### src/asfc_pkg.sv
// asfc_pkg.sv: constants and types shared by the alert/status filter block
package asfc_pkg;

  // ----------------------------------------------------------------
  // register offsets
  // ----------------------------------------------------------------
  localparam logic [7:0] REG_STATUS = 8'h02;
  localparam logic [7:0] REG_MASK   = 8'h16;
  localparam logic [7:0] REG_HYST   = 8'h21;
  localparam logic [7:0] REG_MODE   = 8'hBF;

  // ----------------------------------------------------------------
  // field positions
  // ----------------------------------------------------------------
  localparam int BIT_BUSY   = 7;
  localparam int BIT_LOCAL_HIGH_ALARM  = 6;
  localparam int BIT_RSVD   = 5;
  localparam int BIT_REMOTE_HIGH_ALARM  = 4;
  localparam int BIT_REMOTE_LOW_ALARM   = 3;
  localparam int BIT_FAULT  = 2;
  localparam int BIT_REMOTE_CRITICAL_ALARM  = 1;
  localparam int BIT_TACH   = 0;
  localparam int MODE_CMP   = 0;
  localparam int MODE_FLT_L = 1;
  localparam int MODE_FLT_H = 2;

  // status bits that may raise the alert output
  localparam logic [7:0] ALERT_CAPABLE = 8'h5B;
  // mask register bits that are fixed at one
  localparam logic [7:0] MASK_FIXED1   = 8'hA4;

  // ----------------------------------------------------------------
  // reset values
  // ----------------------------------------------------------------
  localparam logic [7:0] MASK_RST  = 8'h00;
  localparam logic [6:0] HYST_RST  = 7'h0A;
  localparam logic [1:0] FILT_RST  = 2'h0;

  typedef enum logic [1:0] {
    ASFC_FILT_OFF,
    ASFC_FILT_L2,
    ASFC_FILT_ENH
  } asfc_filter_e;

  // temperatures and setpoints, whole degrees
  typedef struct packed {
    logic [7:0] localTemp;
    logic [7:0] remoteTemp;
    logic [7:0] localHighLimit;
    logic [7:0] remoteHighLimit;
    logic [7:0] remoteLowLimit;
    logic [7:0] critLimit;
  } asfc_temps_s;

  // host register access port
  typedef struct packed {
    logic [7:0] addr;
    logic       wrEn;
    logic       rdEn;
    logic [7:0] wrData;
  } asfc_regreq_s;

endpackage

### src/asfc_alarm_latch.sv
// asfc_alarm_latch.sv: one sticky alarm bit, cleared by a read
`timescale 1ns/100ps
module asfc_alarm_latch (
  input  wire logic clk,
  input  wire logic reset,
  input  wire logic cond,
  input  wire logic readClr,
  output logic      latched
);

  typedef struct packed {
    logic bit_;
  } asfc_latch_s;

  asfc_latch_s state;
  asfc_latch_s next_state;

  // a live condition always wins over the read clear, so no event is lost
  always_comb begin
    next_state.bit_ = cond | (state.bit_ & ~readClr);
  end

  always_ff @(posedge clk) begin
    if (reset) begin
      state <= '0;
    end else begin
      state <= next_state;
    end
  end

  assign latched = state.bit_;

endmodule

### src/asfc_alert_status_filter.sv
// asfc_alert_status_filter.sv: alarm status, alert and critical outputs
// ----------------------------------------------------------------
// Functional notes
// - filter select 00 turns filtering off, 01 and 10 give level 2, 11 gives enhanced.
// - bits 5:3 of the filter and mode register always read zero.
// - with comparator mode clear the alert follows the latched alarm bits.
// - with comparator mode set the alert follows the live conditions only.
// - alarm bits latch until a status read and then clear only if the condition is gone.
// - status bit 7 shows the converter busy and never raises the alert.
// - local high alarm sets when local temperature is above its setpoint.
// - remote high alarm sets when remote temperature is above its setpoint.
// - remote low alarm sets when remote temperature is below its setpoint.
// - diode fault alarm sets on an open or shorted diode and drives no output.
// - remote critical alarm sets above the critical limit and drives alert and shutdown.
// - fan speed alarm sets when the tach count exceeds the tach limit.
// - status bit 5 always reads zero.
// - a set mask bit keeps its alarm off the alert but the status still reports it.
// - the shutdown output holds until remote temperature drops below limit minus hysteresis.
// ----------------------------------------------------------------
`timescale 1ns/100ps
module asfc_alert_status_filter #(
  parameter int TACH_W = 16
) (
  input  wire logic                    clk,
  input  wire logic                    reset,
  input  wire asfc_pkg::asfc_regreq_s  regReq,
  output logic [7:0]                   regRdData,
  input  wire asfc_pkg::asfc_temps_s   temps,
  input  wire logic [TACH_W-1:0]       tachCount,
  input  wire logic [TACH_W-1:0]       tachLimit,
  input  wire logic                    convBusy,
  input  wire logic                    diodeFault,
  output logic                         alertOut,
  output logic                         critShutdownOut,
  output asfc_pkg::asfc_filter_e       remoteFilterLevel
);

  // ----------------------------------------------------------------
  // state
  // ----------------------------------------------------------------
  typedef struct packed {
    logic [7:0]            mask;
    logic [6:0]            critHysteresis;
    logic [1:0]            remoteFilterSel;
    logic                  alertComparatorMode;
    logic [7:0]            rdData;
    logic                  alert;
    logic                  crit;
    asfc_pkg::asfc_filter_e filt;
  } asfc_state_s;

  asfc_state_s state;
  asfc_state_s next_state;

  logic [7:0] cond;
  logic [7:0] latched;
  logic [7:0] statusView;
  logic       statusRead;
  logic       critRelease;
  logic [8:0] remotePlusHyst;

  // ----------------------------------------------------------------
  // alarm conditions
  // ----------------------------------------------------------------
  // temperatures are compared as unsigned whole degrees
  always_comb begin
    cond                       = '0;
    cond[asfc_pkg::BIT_LOCAL_HIGH_ALARM]  =
      temps.localTemp > temps.localHighLimit;
    cond[asfc_pkg::BIT_REMOTE_HIGH_ALARM]  =
      temps.remoteTemp > temps.remoteHighLimit;
    cond[asfc_pkg::BIT_REMOTE_LOW_ALARM]   =
      temps.remoteTemp < temps.remoteLowLimit;
    cond[asfc_pkg::BIT_FAULT]  = diodeFault;
    cond[asfc_pkg::BIT_REMOTE_CRITICAL_ALARM]  =
      temps.remoteTemp > temps.critLimit;
    cond[asfc_pkg::BIT_TACH]   = tachCount > tachLimit;
  end

  assign statusRead = regReq.rdEn && (regReq.addr == asfc_pkg::REG_STATUS);

  // ----------------------------------------------------------------
  // sticky alarm bits
  // ----------------------------------------------------------------
  genvar gi;
  generate
    for (gi = 0; gi < 8; gi++) begin : gAlarm
      if (gi == asfc_pkg::BIT_BUSY || gi == asfc_pkg::BIT_RSVD) begin : gNone
        assign latched[gi] = 1'b0;
      end else begin : gLatch
        asfc_alarm_latch uLatch (
          .clk     (clk),
          .reset   (reset),
          .cond    (cond[gi]),
          .readClr (statusRead),
          .latched (latched[gi])
        );
      end
    end
  endgenerate

  always_comb begin
    statusView                      = latched;
    statusView[asfc_pkg::BIT_BUSY]  = convBusy;
    statusView[asfc_pkg::BIT_RSVD]  = 1'b0;
  end

  // remote temperature plus hysteresis kept in nine bits so the sum never wraps
  assign remotePlusHyst = {1'b0, temps.remoteTemp} +
                          {2'b00, state.critHysteresis};
  assign critRelease    = remotePlusHyst < {1'b0, temps.critLimit};

  // ----------------------------------------------------------------
  // next state
  // ----------------------------------------------------------------
  always_comb begin
    next_state = state;
    // register writes; bits 7:3 of the mode register are not stored
    if (regReq.wrEn) begin
      unique case (regReq.addr)
        asfc_pkg::REG_MASK: begin
          next_state.mask = regReq.wrData & ~asfc_pkg::MASK_FIXED1;
        end
        asfc_pkg::REG_HYST: begin
          next_state.critHysteresis = regReq.wrData[6:0];
        end
        asfc_pkg::REG_MODE: begin
          next_state.remoteFilterSel =
            regReq.wrData[asfc_pkg::MODE_FLT_H:asfc_pkg::MODE_FLT_L];
          next_state.alertComparatorMode =
            regReq.wrData[asfc_pkg::MODE_CMP];
        end
        default: begin
        end
      endcase
    end
    // read data
    next_state.rdData = 8'h00;
    if (regReq.rdEn) begin
      unique case (regReq.addr)
        asfc_pkg::REG_STATUS: begin
          next_state.rdData = statusView;
        end
        asfc_pkg::REG_MASK: begin
          next_state.rdData = state.mask | asfc_pkg::MASK_FIXED1;
        end
        asfc_pkg::REG_HYST: begin
          next_state.rdData = {1'b0, state.critHysteresis};
        end
        asfc_pkg::REG_MODE: begin
          next_state.rdData = {5'b0_0000, state.remoteFilterSel,
                               state.alertComparatorMode};
        end
        default: begin
          next_state.rdData = 8'h00;
        end
      endcase
    end
    // comparator mode follows live conditions, otherwise the latches
    if (state.alertComparatorMode) begin
      next_state.alert = |(cond & asfc_pkg::ALERT_CAPABLE &
                            ~state.mask);
    end else begin
      next_state.alert = |(latched & asfc_pkg::ALERT_CAPABLE &
                            ~state.mask);
    end
    // critical output ignores the mask and has its own hysteresis
    if (cond[asfc_pkg::BIT_REMOTE_CRITICAL_ALARM]) begin
      next_state.crit = 1'b1;
    end else if (critRelease) begin
      next_state.crit = 1'b0;
    end
    unique case (state.remoteFilterSel)
      2'b00: next_state.filt = asfc_pkg::ASFC_FILT_OFF;
      2'b01: next_state.filt = asfc_pkg::ASFC_FILT_L2;
      2'b10: next_state.filt = asfc_pkg::ASFC_FILT_L2;
      2'b11: next_state.filt = asfc_pkg::ASFC_FILT_ENH;
    endcase
  end

  always_ff @(posedge clk) begin
    if (reset) begin
      state.mask                <= asfc_pkg::MASK_RST;
      state.critHysteresis      <= asfc_pkg::HYST_RST;
      state.remoteFilterSel     <= asfc_pkg::FILT_RST;
      state.alertComparatorMode <= 1'b0;
      state.rdData              <= 8'h00;
      state.alert               <= 1'b0;
      state.crit                <= 1'b0;
      state.filt                <= asfc_pkg::ASFC_FILT_OFF;
    end else begin
      state <= next_state;
    end
  end

  assign regRdData         = state.rdData;
  assign alertOut          = state.alert;
  assign critShutdownOut   = state.crit;
  assign remoteFilterLevel = state.filt;
endmodule

### config.mk
export PLATFORM = sky130hd
export DESIGN_NAME = asfc_alert_status_filter
export DESIGN_NICKNAME = d
export VERILOG_FILES = /design/src/asfc_pkg.sv /design/src/asfc_alarm_latch.sv /design/src/asfc_alert_status_filter.sv
export SDC_FILE = /design/constraint.sdc
export NUM_CORES = 1
export LEC_CHECK = 0
export BUFFER_PORTS_ARGS = -buffer_cell sky130_fd_sc_hd__buf_2
export CAP_MARGIN = 10
export CORE_ASPECT_RATIO = 1.1
export CORE_UTILIZATION = 50
export CTS_CLUSTER_DIAMETER = 40
export CTS_CLUSTER_SIZE = 16
export DETAILED_ROUTE_END_ITERATION = 8
export GPL_ROUTABILITY_DRIVEN = 0
export PLACE_DENSITY = 0.85
export SETUP_SLACK_MARGIN = 0.05
export SKIP_CTS_REPAIR_TIMING = 1
export SLEW_MARGIN = 10
export SYNTH_ARGS = -nofsm -noshare
export SYNTH_HDL_FRONTEND = slang
export SYNTH_SLANG_ARGS = --single-unit
### constraint.sdc
create_clock -name clk -period 6.6 [get_ports clk]
set_input_delay 0.99 -clock clk [delete_from_list [all_inputs] [get_ports clk]]
set_output_delay 0.99 -clock clk [all_outputs]
set_load 0.02 [all_outputs]
==> metrics.txt <==
post-route ant nets 0; Max stage delay on crit path 400 ps; layout cells sized above 1 27.0%; final setup TNS 0 ps; syn_area_per_cell 7.95 sq um; vias per cell 5.40; ys async rst share 0%; Via Count 3,042; Peak VDD IR 0.0786 mV; core region area 5840 sq um; IO Pins 114; Row Count 29; Slew HR 42.0%; Mapped Cells 385; clk_lat worst skew 290 ps; initial drt markers 238; DIE AREA 6440 sq um; H-tree depth 2; CP endpoint kind flop; die height 84.0 microns; final setup vio count 0; post-synthesis cell type count 46; first-pass GRT wire length 12,500 microns; Tightest Pin Transition 866 ps; commonest non-fill, non-tap cell in the layout buf_2; Tcrit/Tclk final 50.6%; hold path start state[25]; critical path's most frequent cell o21a_1; critical path arrival 3500 ps; vias in the first global route 2,977; GRT met1 Usage 27.6%; synth-to-layout area growth 20.5%; Main synth FF type dfxtp_1; RSZ-0062 raised after global routing no; Fin Clk Skew 3.72 ps; chip width 76.6 microns; worst r2r src state[15]; Max clock buf depth 2; most frequent cells in the layout 112 x buf_2, 62 x ha_1, 55 x inv_1, 40 x a21oi_1, 33 x dfxtp_1; Reg2Reg Depth 15; drt wl/cell 12.9 microns; critical path class input port to flop; Post-DP HPWL 6120 microns; sequential fraction of the synthesis area 21.6%; warnings from Yosys 0; run status complete, no violations; Yosys reg bits 33; Pre-Repair DR Iteration Count 4; fin nets 651; Synth Net Count 550; largest net degree at the start of global routing 27; EDFF count, synth 0; Netlist Area Pre-Place 3060 sq um; antenna violations before repair 0; Crit Path Max Fanout 3; CTS sink cnt 33; IO Port Bufs 112; Storage cell area 661 sq um; Max-cap violations 0; drt drc 0; GR Util met2 43.0%; r2r setup slk 3680 ps; Initial Util 52.4%; Fmax 299 MHz; CP Launch Type input port; CTS clock-pin slew for the worst setup and hold paths 60 ps; count of final max-slew check failures 0; total global routing overflow 0; Hold Crit Depth 2; cts bufs inserted 5; CP Cell Sequence buf_2 -> ha_1 -> inv_1 -> fa_1 -> nor2b_1 -> o21a_1 -> o21a_1 -> o21a_1 -> nor2_1 -> xnor2_1 -> ha_1 -> nor2b_1 -> o21ai_0 -> nand2b_1 -> a311oi_1 -> a211oi_1; Worst path slowest cell fa_1; terminus of the critical flop-to-flop path critShutdownOut; power per cell area 137 nW/um^2; Multi-input gate area 2080 sq um; post-route minimum period 3340 ps; GR peak layer met2; WP data required 6750 ps; Hold EP state[25]; Root Buffer Master clkbuf_8; diodes inserted 0; Final Hold Vio Count 0; CTS tree yes; Routed WL 7280 microns; global-route usage over all layers 23.9%; Total Power 0.504 mW; Lkg Pwr 1.89 nW; met3 Use GR 3.83%; Fillers 492; worst min path class flop to flop
[kinds of logic after synthesis]
kind of cell,after synthesis,share of synthesized area [%]
AOI/OAI and AO/OA,94,19.6
xor gates and xnor gates,5,1.43
adders and majority gates,63,26.0
buffers and inverters,73,10.5
DFF,33,21.6
and+or+nand+nor,117,20.8
[registers in the layout (all words and copies together), names as in the netlist]
signal,count
gAlarm.gLatch.uLatch.latched,6
regRdData,8
remoteFilterLevel,2
critShutdownOut,1
state,15
alertOut,1
[cell type report]
cell class,instances,share of cell area [%]
well taps,77,2.61
multi-input cells,279,56.3
flip-flops and latches,33,17.9
inverters,55,5.60
repair buffers,112,15.2
clock buffers,7,2.34
[report_power, final]
part	switching [mW]	leakage, nW	internal, mW
combinational	0.0749	1.58	0.0699
clock	0.0682	0.0443	0.0826
sequential	0.00389	0.268	0.205
total	0.147	1.89	0.357
[synthesized netlist by cell type (2+ instances only)]
cell type	n	area [sq um]
a21oi_2	5	43.8
and3_1	4	25.0
a211oi_1	6	45.0
inv_1	55	206
a21oi_1	40	200
nand4_1	7	43.8
nor2b_1	10	62.6
buf_2	2	10.0
nor2_1	17	63.8
o211ai_1	3	22.5
a21o_1	5	37.5
ha_1	62	776
nor3_2	2	20.0
xnor2_1	5	43.8
a211o_1	2	17.5
and4_1	4	35.0
nand2_1	31	116
nand3b_1	4	30.0
buf_4	10	75.1
nor3_1	2	10.0
o21a_1	5	37.5
nand2b_1	6	37.5
o21ai_0	10	50.1
a22oi_1	9	67.6
dfxtp_1	33	661
or4_1	2	15.0
clkbuf_1	5	18.8
nor2_2	2	12.5
nand3_1	17	85.1
nor4_1	4	25.0
[worst max path at each step]
stage                     startpoint         endpoint  slack (ps)  depth (start not counted)
after floorplan            temps[32]  critShutdownOut        3370                         15
after global placement     temps[32]  critShutdownOut        3050                         16
after detailed placement   temps[32]  critShutdownOut        3000                         16
after CTS                  temps[32]  critShutdownOut        3260                         16
after global routing       temps[32]  critShutdownOut        3040                         16
final                      temps[32]  critShutdownOut        3260                         16
[stage by stage]
stage	setup slack [ps]	hold slack [ps]	utilization [%]	instance area (sq um)	cells
after floorplan	3370	444	-	3060	385
after global placement	3050	459	61.6	3600	556
after detailed placement	3000	467	61.6	3600	556
after CTS	3260	477	63.1	3690	563
after global routing	3040	497	63.1	3690	563
final	3260	480	63.1	3690	563
[worst max-delay path: cells and delay by family]
| family | cells | cell delay [ps] |
|---|---|---|
| buf+inv | 2 | 170 |
| simple gates | 4 | 380 |
| fa+ha+maj | 3 | 830 |
| compound gates | 6 | 970 |
| xor+xnor | 1 | 150 |
[metal layers]
metal	vias up	routed length, microns
met5	-	0
met4	0	150
met3	16	458
met2	127	3600
met1	1344	3080
li1	1555	-
(Power assumes the default switching activity.)
